==> config.mk <==
export PLATFORM = sky130hd
export DESIGN_NAME = module_power_reset_control
export DESIGN_NICKNAME = d
export VERILOG_FILES = /design/src/mprc_pkg.sv /design/src/mprc_sync_if.sv /design/src/module_power_reset_control.sv /design/src/mprc_sync.sv
export VERILOG_INCLUDE_DIRS = /design/src
export SDC_FILE = /design/constraint.sdc
export NUM_CORES = 1
export LEC_CHECK = 0
export CORE_MARGIN = 2
export CORE_UTILIZATION = 50
export CTS_CLUSTER_DIAMETER = 200
export DETAILED_ROUTE_END_ITERATION = 7
export DONT_BUFFER_PORTS = 1
export GPL_ROUTABILITY_DRIVEN = 0
export PLACE_DENSITY = 0.65
export SYNTH_ARGS = -nofsm -noshare
export SYNTH_HDL_FRONTEND = slang
export SYNTH_HIERARCHICAL = 1
export SYNTH_SLANG_ARGS = --single-unit
export TNS_END_PERCENT = 5
==> constraint.sdc <==
create_clock -name core_clk -period 4.8 [get_ports core_clk]
set_clock_uncertainty 0.2 [all_clocks]
set_input_delay 0.24 -clock core_clk [delete_from_list [all_inputs] [get_ports core_clk]]
set_output_delay 0.24 -clock core_clk [all_outputs]
set_load 0.02 [all_outputs]
==> src/mprc_map.svh <==
// constants for the module power and reset sequencer
`ifndef MPRC_MAP_SVH
`define MPRC_MAP_SVH
`define MPRC_CLK_HZ        50000000
`define MPRC_PRESS_MS      16
`define MPRC_PRESS_CYC     ((`MPRC_CLK_HZ / 1000) * `MPRC_PRESS_MS)
`define MPRC_RST_HOLD_US   10
`define MPRC_RST_HOLD_CYC  ((`MPRC_CLK_HZ / 1000000) * `MPRC_RST_HOLD_US)
`define MPRC_SUS_LEAD_US   2
`define MPRC_SUS_LEAD_CYC  ((`MPRC_CLK_HZ / 1000000) * `MPRC_SUS_LEAD_US)
`define MPRC_CNT_W         20
`endif

==> src/mprc_pkg.sv <==
// types for the module power and reset sequencer
package mprc_pkg;
  typedef enum logic [2:0] {
    MPRC_OFF     = 3'h0,
    MPRC_WAKE    = 3'h1,
    MPRC_RUN     = 3'h2,
    MPRC_PRE_S3  = 3'h3,
    MPRC_S3      = 3'h4,
    MPRC_PRE_OFF = 3'h5
  } mprc_pwr_e;
  typedef logic [19:0] mprc_cnt_t;
endpackage

==> src/mprc_sync_if.sv <==
// carrier of synchronised pin levels between sequencer and synchroniser
`timescale 1ns/1ps
interface mprc_sync_if;
  logic [3:0] level;
  modport producer (output level);
  modport consumer (input level);
endinterface
==> src/module_power_reset_control.sv <==
// power button, reset button and carrier reset sequencer of the module
//
// Contract
// - a falling edge on power_button_n wakes the system out of soft-off
// - reset_button_n starts a reset on its falling edge, not its level
// - a reset button held low does not hold the system in reset
// - carrier_reset_n is an active-low reset output to the carrier
// - button, supply-good low, main supply low, watchdog or software cause reset
// - supply_good high means main power good, low means not good
// - suspend_imminent_n goes low ahead of entering any suspend state
// - suspend_to_ram_n is low only while in suspend-to-RAM
// - watchdog_expired signals that a watchdog time-out occurred
// - soft_off_state_n is low while in soft-off
`timescale 1ns/1ps
`include "mprc_map.svh"
module module_power_reset_control (
  // clock, reset, enable
  input  wire logic                core_clk,
  input  wire logic                rst_n,
  input  wire logic                clkEn,
  // carrier pins
  input  wire logic                power_button_n,
  input  wire logic                reset_button_n,
  input  wire logic                supply_good,
  input  wire logic                mainSupplyLow,
  // chipset events, same clock
  input  wire logic                watchdogTimeout,
  input  wire logic                softResetReq,
  input  wire logic                suspendReq,
  input  wire logic                softOffReq,
  input  wire logic                wakeReq,
  // outputs to carrier
  output logic                     carrier_reset_n,
  output logic                     suspend_imminent_n,
  output logic                     suspend_to_ram_n,
  output logic                     soft_off_state_n,
  output logic                     watchdog_expired,
  output mprc_pkg::mprc_pwr_e      powerState
);
  import mprc_pkg::*;

  mprc_sync_if syncBus ();

  // idle pins: buttons released, supply good, main supply not low
  localparam logic [3:0] PinIdle = 4'h7;
  // hold and lead counts, cut to the counter width on purpose
  localparam mprc_cnt_t  HoldCyc = mprc_cnt_t'(`MPRC_RST_HOLD_CYC);
  localparam mprc_cnt_t  LeadCyc = mprc_cnt_t'(`MPRC_SUS_LEAD_CYC);

  mprc_sync #(
    .IdleLevel (PinIdle)
  ) u_sync (
    .core_clk (core_clk),
    .rst_n    (rst_n),
    .clkEn    (clkEn),
    .rawPins  ({mainSupplyLow, supply_good, reset_button_n, power_button_n}),
    .syncOut  (syncBus)
  );

  logic pwrBtnS;
  logic rstBtnS;
  logic supplyGoodS;
  logic mainLowS;
  assign pwrBtnS     = syncBus.level[0];
  assign rstBtnS     = syncBus.level[1];
  assign supplyGoodS = syncBus.level[2];
  assign mainLowS    = syncBus.level[3];

  // pin history for edge detect, read only after the synchroniser
  logic      pwrPrev;
  logic      rstPrev;
  mprc_pwr_e state;
  mprc_cnt_t leadCnt;
  mprc_cnt_t holdCnt;
  logic      resetOut;
  logic      wdFlag;
  logic      next_pwrPrev;
  logic      next_rstPrev;
  mprc_pwr_e next_state;
  mprc_cnt_t next_leadCnt;
  mprc_cnt_t next_holdCnt;
  logic      next_resetOut;
  logic      next_wdFlag;
  logic      pwrFall;
  logic      rstFall;
  logic      resetCause;
  logic      levelCause;

  always_comb begin
    pwrFall = pwrPrev & ~pwrBtnS;
    rstFall = rstPrev & ~rstBtnS;
    // a held button is not a level cause, so it cannot stretch the reset
    levelCause = ~supplyGoodS | mainLowS;
    resetCause = rstFall | levelCause | watchdogTimeout | softResetReq;
    next_pwrPrev  = pwrBtnS;
    next_rstPrev  = rstBtnS;
    next_state    = state;
    next_leadCnt  = leadCnt;
    next_holdCnt  = holdCnt;
    next_resetOut = resetOut;
    next_wdFlag   = wdFlag | watchdogTimeout;
    case (state)
      MPRC_OFF: begin
        next_resetOut = 1'b1;
        // press width is the carrier's duty; only the edge is acted on
        if (pwrFall) begin
          next_state = MPRC_WAKE;
        end
      end
      MPRC_WAKE: begin
        next_resetOut = 1'b1;
        next_holdCnt  = HoldCyc;
        if (supplyGoodS && !mainLowS) begin
          next_state = MPRC_RUN;
        end
      end
      MPRC_RUN: begin
        if (resetCause) begin
          next_resetOut = 1'b1;
          next_holdCnt  = HoldCyc;
        end else if (holdCnt != '0) begin
          next_holdCnt = holdCnt - 1'b1;
        end else if (!levelCause) begin
          next_resetOut = 1'b0;
        end
        if (!resetOut && !resetCause) begin
          if (softOffReq) begin
            next_state   = MPRC_PRE_OFF;
            next_leadCnt = LeadCyc;
          end else if (suspendReq) begin
            next_state   = MPRC_PRE_S3;
            next_leadCnt = LeadCyc;
          end
        end
      end
      MPRC_PRE_S3, MPRC_PRE_OFF: begin
        // a cause during the lead resets at once, not only at the state change
        if (resetCause) begin
          next_resetOut = 1'b1;
        end
        // lead time lets bus peripherals park before power goes
        if (leadCnt != '0) begin
          next_leadCnt = leadCnt - 1'b1;
        end else begin
          next_resetOut = 1'b1;
          next_state    = (state == MPRC_PRE_S3) ? MPRC_S3 : MPRC_OFF;
        end
      end
      MPRC_S3: begin
        next_resetOut = 1'b1;
        if (pwrFall || wakeReq) begin
          next_state = MPRC_WAKE;
        end
      end
      default: begin
        next_state    = MPRC_OFF;
        next_resetOut = 1'b1;
      end
    endcase
    if (!clkEn) begin
      next_pwrPrev  = pwrPrev;
      next_rstPrev  = rstPrev;
      next_state    = state;
      next_leadCnt  = leadCnt;
      next_holdCnt  = holdCnt;
      next_resetOut = resetOut;
      next_wdFlag   = wdFlag;
    end
  end

  always_ff @(posedge core_clk or negedge rst_n) begin
    if (!rst_n) begin
      pwrPrev  <= 1'b1;
      rstPrev  <= 1'b1;
      state    <= MPRC_OFF;
      leadCnt  <= '0;
      holdCnt  <= '0;
      resetOut <= 1'b1;
      wdFlag   <= 1'b0;
    end else begin
      pwrPrev  <= next_pwrPrev;
      rstPrev  <= next_rstPrev;
      state    <= next_state;
      leadCnt  <= next_leadCnt;
      holdCnt  <= next_holdCnt;
      resetOut <= next_resetOut;
      wdFlag   <= next_wdFlag;
    end
  end

  // outputs registered
  logic sStat;
  logic sRam;
  logic sOff;
  logic next_sStat;
  logic next_sRam;
  logic next_sOff;

  always_comb begin
    next_sStat = ~(next_state == MPRC_PRE_S3 || next_state == MPRC_PRE_OFF ||
                   next_state == MPRC_S3 || next_state == MPRC_OFF);
    next_sRam  = (next_state != MPRC_S3);
    next_sOff  = (next_state != MPRC_OFF);
  end

  always_ff @(posedge core_clk or negedge rst_n) begin
    if (!rst_n) begin
      sStat <= 1'b0;
      sRam  <= 1'b1;
      sOff  <= 1'b0;
    end else begin
      sStat <= next_sStat;
      sRam  <= next_sRam;
      sOff  <= next_sOff;
    end
  end

  assign carrier_reset_n    = ~resetOut;
  assign suspend_imminent_n = sStat;
  assign suspend_to_ram_n   = sRam;
  assign soft_off_state_n   = sOff;
  assign watchdog_expired   = wdFlag;
  assign powerState         = state;
endmodule

==> src/mprc_sync.sv <==
// two-flop synchroniser for the asynchronous pin inputs
`timescale 1ns/1ps
module mprc_sync #(
  parameter logic [3:0] IdleLevel = 4'h7
) (
  // clock and reset
  input wire logic       core_clk,
  input wire logic       rst_n,
  input wire logic       clkEn,
  // raw pins
  input wire logic [3:0] rawPins,
  // synchronised levels
  mprc_sync_if.producer  syncOut
);
  logic [3:0] stage1;
  logic [3:0] stage2;
  logic [3:0] next_stage1;
  logic [3:0] next_stage2;

  always_comb begin
    next_stage1 = clkEn ? rawPins : stage1;
    next_stage2 = clkEn ? stage1 : stage2;
  end

  // reset to the idle levels, so no false edge follows reset
  always_ff @(posedge core_clk or negedge rst_n) begin
    if (!rst_n) begin
      stage1 <= IdleLevel;
      stage2 <= IdleLevel;
    end else begin
      stage1 <= next_stage1;
      stage2 <= next_stage2;
    end
  end

  assign syncOut.level = stage2;
endmodule

==> metrics.log, run 1 <==
[metrics] share of the yosys chip area belonging to registers: 45.33%
[metrics] Core Box Area: between 6000 and 7000 sq um
[metrics] clock edge transition at the registers on the reported setup and hold paths: 70 ps
[metrics] # diodes: 0
[metrics] portion of synthesized cell area occupied by the leading cell type: 37.19%
[metrics] result of the run: completed
[metrics] global-route usage over all layers: 21.75%
[metrics] top cells by instance count after synthesis: sky130_fd_sc_hd__dfrtp_1, sky130_fd_sc_hd__nor2_1, sky130_fd_sc_hd__a21oi_1, sky130_fd_sc_hd__nand2_1, sky130_fd_sc_hd__o21ai_0
[metrics] achievable frequency: 330.8 MHz
[metrics] count of clock tree sinks: 58
[metrics] number of setup buffers added after CTS: 0
[metrics] slew margin rel.: 28.83%
[metrics] total gr overflow: 0
[metrics] Min-Delay Endpoint: powerState[2]
[metrics] hpwl dp: roughly 4.8 mm
[metrics] chip height: 84.37 um
[metrics] Detailed Routing Iterations Pass 1: 4
[metrics] Reg2Reg Capture Point: holdCnt[5]
[metrics] cells taking the most area after synthesis: sky130_fd_sc_hd__dfrtp_1, sky130_fd_sc_hd__dfstp_2, sky130_fd_sc_hd__nor2_1
[metrics] per-cell via count in the routed design: 6.047
[metrics] number of rows in the core area: 29
[metrics] Avg WL per Cell: 16.49 um
[metrics] setup repair after global routing missed its margin: no
[metrics] clk_lat worst skew: 350 ps
[metrics] hold path startpoint: clkEn
[metrics] combined buffer and inverter count along the critical path: 1
[metrics] count of flip-flops with a built-in enable after synthesis: 0
[metrics] part of the cycle the worst path needs: between 60% and 70%
[metrics] Netlist Area Pre-Place: between 3000 and 4000 sq um
[metrics] number of I/O pins: 20
[metrics] cell type of the slowest stage on the worst timing path: sky130_fd_sc_hd__nor4b_2
[metrics] maximum ir drop on the vdd rail: 317.2 uV
[metrics] Hold WS: 1.734 ps
[metrics] Total Nets Final: 362
[metrics] final worst-path setup slack: 1777 ps
[metrics] total routed wirelength: between 7 and 8 mm
[metrics] total number of yosys warnings: 6
[metrics] Synth area leader: sky130_fd_sc_hd__dfrtp_1
[metrics] mean instance size in the synthesized netlist: roughly 9.5 sq um
[metrics] wire length of the first global-routing pass: roughly 12 mm
[metrics] setup TNS: 0 ps
[metrics] layout cells sized above 1: 13.31%
[metrics] worst setup slack after placement: ~1900 ps
[metrics] final number of max-transition violations: 0
[metrics] highest cell delay on the worst timing path: 580 ps
[metrics] count of maximum capacitance violations: 0
[metrics] Final Critical Period: 3023 ps
[metrics] measured slew at the worst slew-check pin: 1064 ps
[metrics] Post-route DRC: 0
[metrics] path category of the worst min-delay check: primary input to register
[metrics] Reg2Reg Setup Slack: 1780 ps
[metrics] H-Tree Level Count: 3
[metrics] Die Outline Area: between 7000 and 8000 sq um
[metrics] buffer cell driving the clock tree root: sky130_fd_sc_hd__clkbuf_8
[metrics] family with the most delay on the worst path: simple AND/OR/NAND/NOR gates
[metrics] cell count after synthesis: 339
[metrics] layout overhead on the synthesized area: 11.51%
[metrics] CTS tree: yes
[metrics] LEAKAGE: 1.447 nW
[metrics] Detailed Route Iter0 Violations: about 130
[metrics] total vias in the final route: 2,600
[metrics] CP startpoint kind: register
[metrics] setup violation total in the final timing report: 0
[metrics] data arrival time of the critical path: 3050 ps
[metrics] buffer depth of the longest clock path: 2
[metrics] number of hold-slack violations in the final timing report: 0
[metrics] cells on worst reg2reg path: 8
[metrics] most used flip-flop cell after synthesis: sky130_fd_sc_hd__dfrtp_1
[metrics] Net Count, Synth: roughly 350
[metrics] startpoint of the most critical register-to-register path: holdCnt[1]
[metrics] Port Buffers: 0
[metrics] cells along the critical path: inv_1 > ha_1 > or3b_1 > nor4b_2 > a31o_2 > a21oi_1 > a311oi_1 > nor2_1
[metrics] initial antenna violation count: 0
[metrics] largest net degree at the start of global routing: around 60
[metrics] CP max FO: 10
[metrics] post-route ant nets: 0
[metrics] Async SR Flop Fraction: 100.0%
[metrics] Distinct cells, synth: 57
[metrics] Inserted Clock Buffers: 9
[metrics] number of storage elements in the synthesis netlist: 58
[metrics] utilization after layout: a little under three fifths
[metrics] pwr dens: between 400 and 500 nW/um^2
[metrics] die span in x: between 80 and 90 um
[metrics] most frequent cell after synthesis: sky130_fd_sc_hd__dfrtp_1
[metrics] via count of the first global-routing pass: 2,533
[metrics] worst setup path category: register to register
[metrics] CP Data Required Time: a little under 5000 ps
[metrics] cell count of the worst hold path: 3
[metrics] crit path capture type: register
[metrics] initial core utilization: 51.15%
==> power breakdown <==
group | leakage (nW) | switching, W | internal, W
logic | 0.627 | 0.000281 | 0.000168
clock network | 0.109 | 0.000198 | 0.000305
registers | 0.711 | 0.000121 | 0.000577
total | 1.45 | 0.000601 | 0.00105
==> tightest hold or removal path, stage by stage <==
cell                       delay [ps]
sky130_fd_sc_hd__a32o_1           140
sky130_fd_sc_hd__a311oi_1          70
sky130_fd_sc_hd__inv_2             60
==> worst max-delay path by stage <==
stage	from	endpoint	slack, ps	cells after the start
after global routing	holdCnt[0]	holdCnt[16]	1510	8
after floorplan	holdCnt[0]	holdCnt[5]	2150	9
after global placement	holdCnt[0]	holdCnt[5]	1820	8
final	holdCnt[1]	holdCnt[5]	1780	8
after detailed placement	holdCnt[0]	holdCnt[5]	1860	8
after CTS	holdCnt[0]	holdCnt[5]	1830	8
==> repair_timing <==
item                       4_1_cts  5_1_grt
hold endpoints to repair        77        0
gates resized for setup          0        0
hold buffers                     9        0
setup endpoints to repair        0        0
==> cell type report <==
class | count | area [sq um]
Multi-Input combinational cell | 257 | 1665
Sequential cell | 58 | 1464
Clock inverter | 5 | 77.57
Tap cell | 77 | 96.34
Fill cell | 580 | 2713
Clock buffer | 11 | 141.4
Inverter | 13 | 48.80
Timing Repair Buffer | 9 | 107.6
==> metal layers <==
| layer | wire length, um | global-route usage (%) | vias up |
|---|---|---|---|
| met5 | 0 | 0 | - |
| met4 | 107 | 8.802 | 0 |
| met3 | 282 | 5.113 | 12 |
| met2 | 3294 | 32.90 | 41 |
| met1 | 3405 | 30.40 | 1282 |
| li1 | - | - | 1265 |
==> registers in the layout, summed over array words and instances, names as in the netlist <==
signal                flops
watchdog_expired          1
resetOut                  1
suspend_to_ram_n          1
leadCnt                  20
u_sync/syncOut.level      4
suspend_imminent_n        1
rstPrev                   1
powerState                3
holdCnt                  20
soft_off_state_n          1
u_sync/stage1             4
pwrPrev                   1
==> logic make-up after synthesis <==
family                   Yosys count  share of synthesized area, %
AO/OA/AOI/OAI                     74                         15.61
XOR/XNOR                          20                         5.424
adder cells (fa/ha/maj)            2                        0.7748
buffers and inverters             24                         3.099
flip-flops                        58                         45.33
multiplexers                      11                         4.727
AND/OR/NAND/NOR                  150                         25.03
==> through the flow <==
stage / cells / area [sq um] / total power, W
finish: 430 / 3601 / 0.001650
global placement: 405 / 3274 / 0.001125
floorplan: 339 / 3229 / 0.001039
CTS: 430 / 3601 / 0.001657
detailed placement: 405 / 3274 / 0.001135
global route: 430 / 3601 / 0.001765
==> cell usage in the layout (no fill, tap or decap), types with 4 or more instances in the layout <==
| master | Yosys | routed |
|---|---|---|
| sky130_fd_sc_hd__o31ai_1 | 4 | 4 |
| sky130_fd_sc_hd__xor2_1 | 7 | 7 |
| sky130_fd_sc_hd__clkbuf_8 | 0 | 10 |
| sky130_fd_sc_hd__nor2_1 | 40 | 40 |
| sky130_fd_sc_hd__dfrtp_1 | 48 | 48 |
| sky130_fd_sc_hd__nand2b_1 | 8 | 8 |
| sky130_fd_sc_hd__or4_1 | 6 | 6 |
| sky130_fd_sc_hd__nand2_1 | 20 | 20 |
| sky130_fd_sc_hd__nor4_1 | 9 | 9 |
| sky130_fd_sc_hd__nor2b_1 | 6 | 6 |
| sky130_fd_sc_hd__dfstp_2 | 10 | 10 |
| sky130_fd_sc_hd__xnor2_1 | 13 | 13 |
| sky130_fd_sc_hd__or3_1 | 15 | 15 |
| sky130_fd_sc_hd__a21oi_1 | 20 | 20 |
| sky130_fd_sc_hd__inv_1 | 12 | 12 |
| sky130_fd_sc_hd__o21ai_0 | 18 | 18 |
| sky130_fd_sc_hd__dlygate4sd3_1 | 0 | 8 |
| sky130_fd_sc_hd__mux2_4 | 8 | 8 |
| sky130_fd_sc_hd__nor3_1 | 15 | 15 |
| sky130_fd_sc_hd__nand4_1 | 4 | 4 |
| sky130_fd_sc_hd__nand3_1 | 10 | 10 |
| sky130_fd_sc_hd__o2111ai_1 | 5 | 5 |
No activity file was read; power rests on OpenSTA's default activity.
==> run 2, diff against run 1 <==
clock period = 3 ns   (was 4.8 ns; I/O delays follow)
==> metrics.log, run 2 (synthesis gave the netlist of run 1 again) <==
[metrics] total vias in the final route: 2,615 (+0.58%)
[metrics] number of I/O pins: 20 (unchanged)
[metrics] post-route ant nets: 0 (unchanged)
[metrics] final worst-path setup slack: 227.8 ps (-1549 ps)
[metrics] cell type of the slowest stage on the worst timing path: sky130_fd_sc_hd__dfstp_2
[metrics] buffer depth of the longest clock path: 2 (unchanged)
[metrics] setup repair after global routing missed its margin: no
[metrics] pwr dens: 691.3 nW/um^2 (+51%)
[metrics] per-cell via count in the routed design: 5.876 (-2.8%)
[metrics] initial core utilization: 51.15% (unchanged)
[metrics] hpwl dp: 4.786 mm (+0.17%)
[metrics] die span in x: 84.37 um (unchanged)
[metrics] Total Nets Final: 377 (+4.1%)
[metrics] most common library cell in the layout ignoring fill and taps: sky130_fd_sc_hd__dfrtp_1
[metrics] Detailed Route Iter0 Violations: 161 (+25%)
[metrics] crit path capture type: register
[metrics] Detailed Routing Iterations Pass 1: 4 (unchanged)
[metrics] CP Data Required Time: 3060 ps (-1770 ps)
[metrics] buffer cell driving the clock tree root: sky130_fd_sc_hd__clkbuf_8
[metrics] Post-route DRC: 0 (unchanged)
[metrics] clock edge transition at the registers on the reported setup and hold paths: 70 ps (about the same)
[metrics] number of hold-slack violations in the final timing report: 0 (unchanged)
[metrics] cells along the critical path: or4b_4 > o31ai_4 > nand2_2 > or4_1 > or3_1 > a21oi_1
[metrics] final number of max-transition violations: 0 (unchanged)
[metrics] number of setup buffers added after CTS: 0 (unchanged)
[metrics] startpoint of the most critical register-to-register path: u_sync/syncOut.level[2]
[metrics] layout cells sized above 1: 16.85% (+3.5 points)
[metrics] highest cell delay on the worst timing path: 540 ps (-40 ps)
[metrics] Final Critical Period: 2772 ps (-250.6 ps)
[metrics] largest registers: holdCnt (20), leadCnt (20)
[metrics] LEAKAGE: 1.519 nW (+5.0%)
[metrics] wire length of the first global-routing pass: 12.32 mm (-0.73%)
[metrics] hold path startpoint: clkEn
[metrics] CP startpoint kind: register
[metrics] area of all sequential standard cells: 1464 sq um (unchanged)
[metrics] number of inserted filler cells in the final layout: 557 (-4.0%)
[metrics] clk_lat worst skew: 330 ps (-20 ps)
[metrics] maximum ir drop on the vdd rail: 565.1 uV (+78%)
[metrics] achievable frequency: 360.7 MHz (+9.0%)
[metrics] chip height: 84.37 um (unchanged)
[metrics] Core Box Area: 6314 sq um (unchanged)
[metrics] # diodes: 0 (unchanged)
[metrics] count of clock tree sinks: 58 (unchanged)
[metrics] total routed wirelength: 7.028 mm (-0.87%)
[metrics] number of cells in the finished layout apart from fillers: 445 (+3.5%)
[metrics] power after layout: 0.002548 W (+54%)
[metrics] initial antenna violation count: 0 (unchanged)
[metrics] count of maximum capacitance violations: 0 (unchanged)
[metrics] total gr overflow: 0 (unchanged)
[metrics] placed insts: 419 (+3.5%)
[metrics] setup TNS: 0 ps (unchanged)
[metrics] Die Outline Area: 7117 sq um (unchanged)
[metrics] data arrival time of the critical path: 2830 ps (-220 ps)
[metrics] setup violation total in the final timing report: 0 (unchanged)
[metrics] H-Tree Level Count: 3 (unchanged)
[metrics] measured slew at the worst slew-check pin: 953.4 ps (-110.2 ps)
[metrics] slew margin rel.: 36.23% (+7.4 points)
[metrics] result of the run: completed
[metrics] Avg WL per Cell: 15.79 um (-4.2%)
[metrics] number of rows in the core area: 29 (unchanged)
[metrics] Critical path origin: u_sync/syncOut.level[2]
[metrics] worst setup slack after placement: 213.4 ps (-1642 ps)
[metrics] CTS tree: yes
[metrics] largest net degree at the start of global routing: 59 (unchanged)
[metrics] layout overhead on the synthesized area: 14.14%
[metrics] most used cells in the layout excluding fill and tap cells: sky130_fd_sc_hd__dfrtp_1, sky130_fd_sc_hd__nor2_1, sky130_fd_sc_hd__nand2_1, sky130_fd_sc_hd__a21oi_1, sky130_fd_sc_hd__o21ai_0
[metrics] global-route usage over all layers: 21.47% (-0.28 points)
[metrics] path category of the worst min-delay check: primary input to register
[metrics] Inserted Clock Buffers: 9 (unchanged)
[metrics] worst setup path category: register to register
[metrics] CP max FO: 6 (-4)
[metrics] part of the cycle the worst path needs: 92.41% (+29 points)
[metrics] area taken by multi-input logic gates: 1674 sq um (+0.53%)
[metrics] via count of the first global-routing pass: 2,592 (+2.3%)
[metrics] Port Buffers: 0 (unchanged)
-- run 2: changes by cell type in the layout (fill, tap and decap cells not counted) --
| cell | change |
|---|---|
| sky130_fd_sc_hd__clkinv_4 | +2 |
| sky130_fd_sc_hd__dlygate4sd3_1 | +1 |
| sky130_fd_sc_hd__clkbuf_1 | -1 |
| sky130_fd_sc_hd__nor4b_2 | -1 |
| sky130_fd_sc_hd__nor4b_4 | +1 |
| sky130_fd_sc_hd__buf_4 | +14 |
| sky130_fd_sc_hd__bufinv_16 | -2 |
| sky130_fd_sc_hd__clkinvlp_4 | +1 |
-- run 2: final cells by class --
class / instances / area share, %
multi-input cells: 257 / 45.42
flip-flops and latches: 58 / 39.71
repair buffers: 24 / 6.042
clock buffers: 10 / 3.734
well taps: 77 / 2.614
inverters: 13 / 1.324
clock inverters: 6 / 1.154
-- run 2: path summary, 6_finish.rpt --
path                                     to  slack [ps]  depth (start not counted)
max in group asynchronous  u_sync/stage1[1]        2140                          2
max reg2reg                     leadCnt[15]         230                          6
min in group asynchronous        leadCnt[2]         150                          2
max                             leadCnt[15]         230                          6
min                             leadCnt[10]          10                          3
min reg2reg                      holdCnt[6]         310                          1
-- run 2: critical path, delay by kind of cell, from the launching register on --
kind	cells	cell delay, ps
DFF	1	540
AOI/OAI and AO/OA	2	460
and+or+nand+nor	4	1490
-- run 2: where the power goes --
group	total, W	internal [W]	switching, W	leakage [nW]
sequential	0.00109	0.000923	0.000169	0.711
combinational	0.000801	0.000318	0.000483	0.720
clock	0.000655	0.000321	0.000333	0.0882
total	0.00255	0.00156	0.000986	1.52
-- run 2: metrics by stage --
| stage | hold slack (ps) | util, % | instance area (sq um) |
|---|---|---|---|
| 2_1_floorplan | -345.6 | - | 3229 |
| 3_3_place_gp | -343.8 | 53.53 | 3379 |
| 3_5_place_dp | -344.1 | 53.53 | 3379 |
| 4_1_cts | 8.100 | 58.24 | 3677 |
| 5_1_grt | 65.18 | 58.38 | 3686 |
| 6_report | 13.37 | 58.38 | 3686 |
-- run 2: what timing repair did --
action,in CTS,in global routing
hold endpoints to repair,84,0
hold buffers,10,0
gates resized for setup,0,1
setup endpoints to repair,0,1
-- run 2: per-layer routing --
| metal | vias up | part of all wire, % | routed length, um | global-route usage [%] |
|---|---|---|---|---|
| met5 | - | 0 | 0 | 0 |
| met4 | 0 | 1.6 | 109 | 8.514 |
| met3 | 9 | 3.9 | 276 | 4.425 |
| met2 | 47 | 46 | 3239 | 33.19 |
| met1 | 1270 | 48 | 3403 | 29.83 |
| li1 | 1289 | - | - | - |
==> run 3, diff against run 2 <==
PLACE_DENSITY = default   (was 0.65)
PLACE_DENSITY_LB_ADDON = 0.05   (was default)
==> metrics.log, run 3 (synthesis gave the netlist of run 1 again) <==
[metrics] Core Box Area: 6314 sq um (unchanged)
[metrics] worst setup slack after placement: 237.7 ps (+24.33 ps)
[metrics] worst setup path category: register to register
[metrics] area taken by multi-input logic gates: 1674 sq um (unchanged)
[metrics] Critical path origin: u_sync/syncOut.level[2]
[metrics] setup TNS: 0 ps (unchanged)
[metrics] initial antenna violation count: 0 (unchanged)
[metrics] Die Outline Area: 7117 sq um (unchanged)
[metrics] via count of the first global-routing pass: 2,644 (+2.0%)
[metrics] die span in x: 84.37 um (unchanged)
[metrics] layout overhead on the synthesized area: 14.76%
[metrics] placed insts: 418 (-0.24%)
[metrics] result of the run: completed
[metrics] startpoint of the most critical register-to-register path: u_sync/syncOut.level[2]
[metrics] maximum ir drop on the vdd rail: 449.8 uV (-20%)
[metrics] cells on worst reg2reg path: 6 (unchanged)
[metrics] area of all sequential standard cells: 1464 sq um (unchanged)
[metrics] Reg2Reg Setup Slack: 230 ps (about the same)
[metrics] slew margin rel.: 29.92% (-6.3 points)
[metrics] CP Data Required Time: 3080 ps (+20 ps)
[metrics] most common library cell in the layout ignoring fill and taps: sky130_fd_sc_hd__dfrtp_1
[metrics] measured slew at the worst slew-check pin: 1048 ps (+94.38 ps)
[metrics] setup violation total in the final timing report: 0 (unchanged)
[metrics] Avg WL per Cell: 16.39 um (+3.8%)
[metrics] number of inserted filler cells in the final layout: 578 (+3.8%)
[metrics] path category of the worst min-delay check: primary input to register
[metrics] # diodes: 0 (unchanged)
[metrics] clk_lat worst skew: 350 ps (+20 ps)
[metrics] Reg2Reg Capture Point: leadCnt[15]
[metrics] CTS tree: yes
[metrics] Hold WS: 65.31 ps (+51.94 ps)
[metrics] critical path endpoint: leadCnt[15]
[metrics] number of rows in the core area: 29 (unchanged)
[metrics] initial core utilization: 51.15% (unchanged)
[metrics] count of clock tree sinks: 58 (unchanged)
[metrics] Port Buffers: 0 (unchanged)
[metrics] largest net degree at the start of global routing: 59 (unchanged)
[metrics] layout cells sized above 1: 16.08% (-0.77 points)
[metrics] total vias in the final route: 2,627 (+0.46%)
[metrics] number of cells in the finished layout apart from fillers: 444 (-0.22%)
[metrics] Detailed Route Iter0 Violations: 113 (-30%)
[metrics] CP startpoint kind: register
[metrics] count of maximum capacitance violations: 0 (unchanged)
[metrics] part of the cycle the worst path needs: 92.41% (about the same)
[metrics] Detailed Routing Iterations Pass 1: 4 (unchanged)
[metrics] achievable frequency: 360.7 MHz (about the same)
[metrics] buffer depth of the longest clock path: 2 (unchanged)
[metrics] total gr overflow: 0 (unchanged)
[metrics] clock edge transition at the registers on the reported setup and hold paths: 70 ps (about the same)
[metrics] Final Critical Period: 2772 ps (+0.1640 ps)
[metrics] global-route usage over all layers: 22.57% (+1.1 points)
[metrics] chip height: 84.37 um (unchanged)
[metrics] post-route ant nets: 0 (unchanged)
[metrics] final number of max-transition violations: 0 (unchanged)
[metrics] wire length of the first global-routing pass: 12.87 mm (+4.4%)
[metrics] final worst-path setup slack: 227.7 ps (-0.1640 ps)
[metrics] largest registers: holdCnt (20), leadCnt (20)
[metrics] crit path capture type: register
[metrics] total routed wirelength: 7.276 mm (+3.5%)
[metrics] per-cell via count in the routed design: 5.917 (+0.69%)
[metrics] data arrival time of the critical path: 2850 ps (+20 ps)
[metrics] most used cells in the layout excluding fill and tap cells: sky130_fd_sc_hd__dfrtp_1, sky130_fd_sc_hd__nor2_1, sky130_fd_sc_hd__nand2_1, sky130_fd_sc_hd__a21oi_1, sky130_fd_sc_hd__o21ai_0
[metrics] pwr dens: 721.5 nW/um^2 (+4.4%)
[metrics] CP max FO: 6 (unchanged)
[metrics] setup repair after global routing missed its margin: no
[metrics] H-Tree Level Count: 3 (unchanged)
[metrics] Inserted Clock Buffers: 9 (unchanged)
[metrics] Post-route DRC: 0 (unchanged)
[metrics] hpwl dp: 4.852 mm (+1.4%)
[metrics] number of I/O pins: 20 (unchanged)
[metrics] buffer cell driving the clock tree root: sky130_fd_sc_hd__clkbuf_8
[metrics] Total Nets Final: 376 (-0.27%)
[metrics] number of hold-slack violations in the final timing report: 0 (unchanged)
[metrics] LEAKAGE: 1.532 nW (+0.82%)
run 3: what timing repair did:
action                                 4_1_cts  5_1_grt
buffers inserted                             0        0
resized for setup                            0        1
endpoints found under the hold margin       86        0
hold buffers                                10        0
setup endpoints to repair                    0        3
run 3: area by class of cell:
type                    instances  share of cell area [%]
repair buffers                 23                   5.807
clock inverters                 2                  0.9453
multi-input cells             257                   45.17
clock buffers                  14                   4.659
inverters                      13                   1.317
flip-flops and latches         58                   39.50
well taps                      77                   2.600
run 3: how the worst min path moves through the flow:
stage / start / slack, ps / cells past startpoint / endpoint
4_1_cts: clkEn / 50 / 4 / powerState[2]
6_report: clkEn / 70 / 4 / powerState[2]
3_5_place_dp: rst_n / -340 / 0 / leadCnt[11]
3_3_place_gp: rst_n / -340 / 0 / leadCnt[12]
5_1_grt: clkEn / 80 / 4 / powerState[2]
2_1_floorplan: rst_n / -350 / 0 / holdCnt[0]
run 3: critical path, stage by stage, from the launching register on:
cell and delay (ps):
sky130_fd_sc_hd__dfstp_2 540, sky130_fd_sc_hd__or4b_4 520, sky130_fd_sc_hd__o31ai_4 310, sky130_fd_sc_hd__nand2_2 130, sky130_fd_sc_hd__or4_1 540, sky130_fd_sc_hd__or3_1 320
sky130_fd_sc_hd__a21oi_1 140
run 3: layer usage:
layer | wire [um] | part of all wire (%) | track usage (%) | vias up
li1 | - | - | - | 1284
met1 | 3594 | 49 | 32.02 | 1272
met2 | 3286 | 45 | 33.69 | 61
met3 | 276 | 3.8 | 5.211 | 10
met4 | 119 | 1.6 | 8.947 | 0
met5 | 0 | 0 | 0 | -
run 3: stage by stage:
stage | utilization, % | power (W) | area [sq um]
after floorplan | - | 0.001662 | 3229
after global placement | 53.41 | 0.001867 | 3372
after detailed placement | 53.41 | 0.001880 | 3372
after CTS | 58.56 | 0.002681 | 3697
after global routing | 58.70 | 0.002852 | 3706
final | 58.70 | 0.002674 | 3706
run 3: where the power goes:
| group | internal [W] | total (W) | leakage, nW | switching [W] |
|---|---|---|---|---|
| Combinational | 0.000321 | 0.000805 | 0.714 | 0.000484 |
| Clock | 0.000451 | 0.000761 | 0.107 | 0.000310 |
| Sequential | 0.000924 | 0.00111 | 0.711 | 0.000185 |
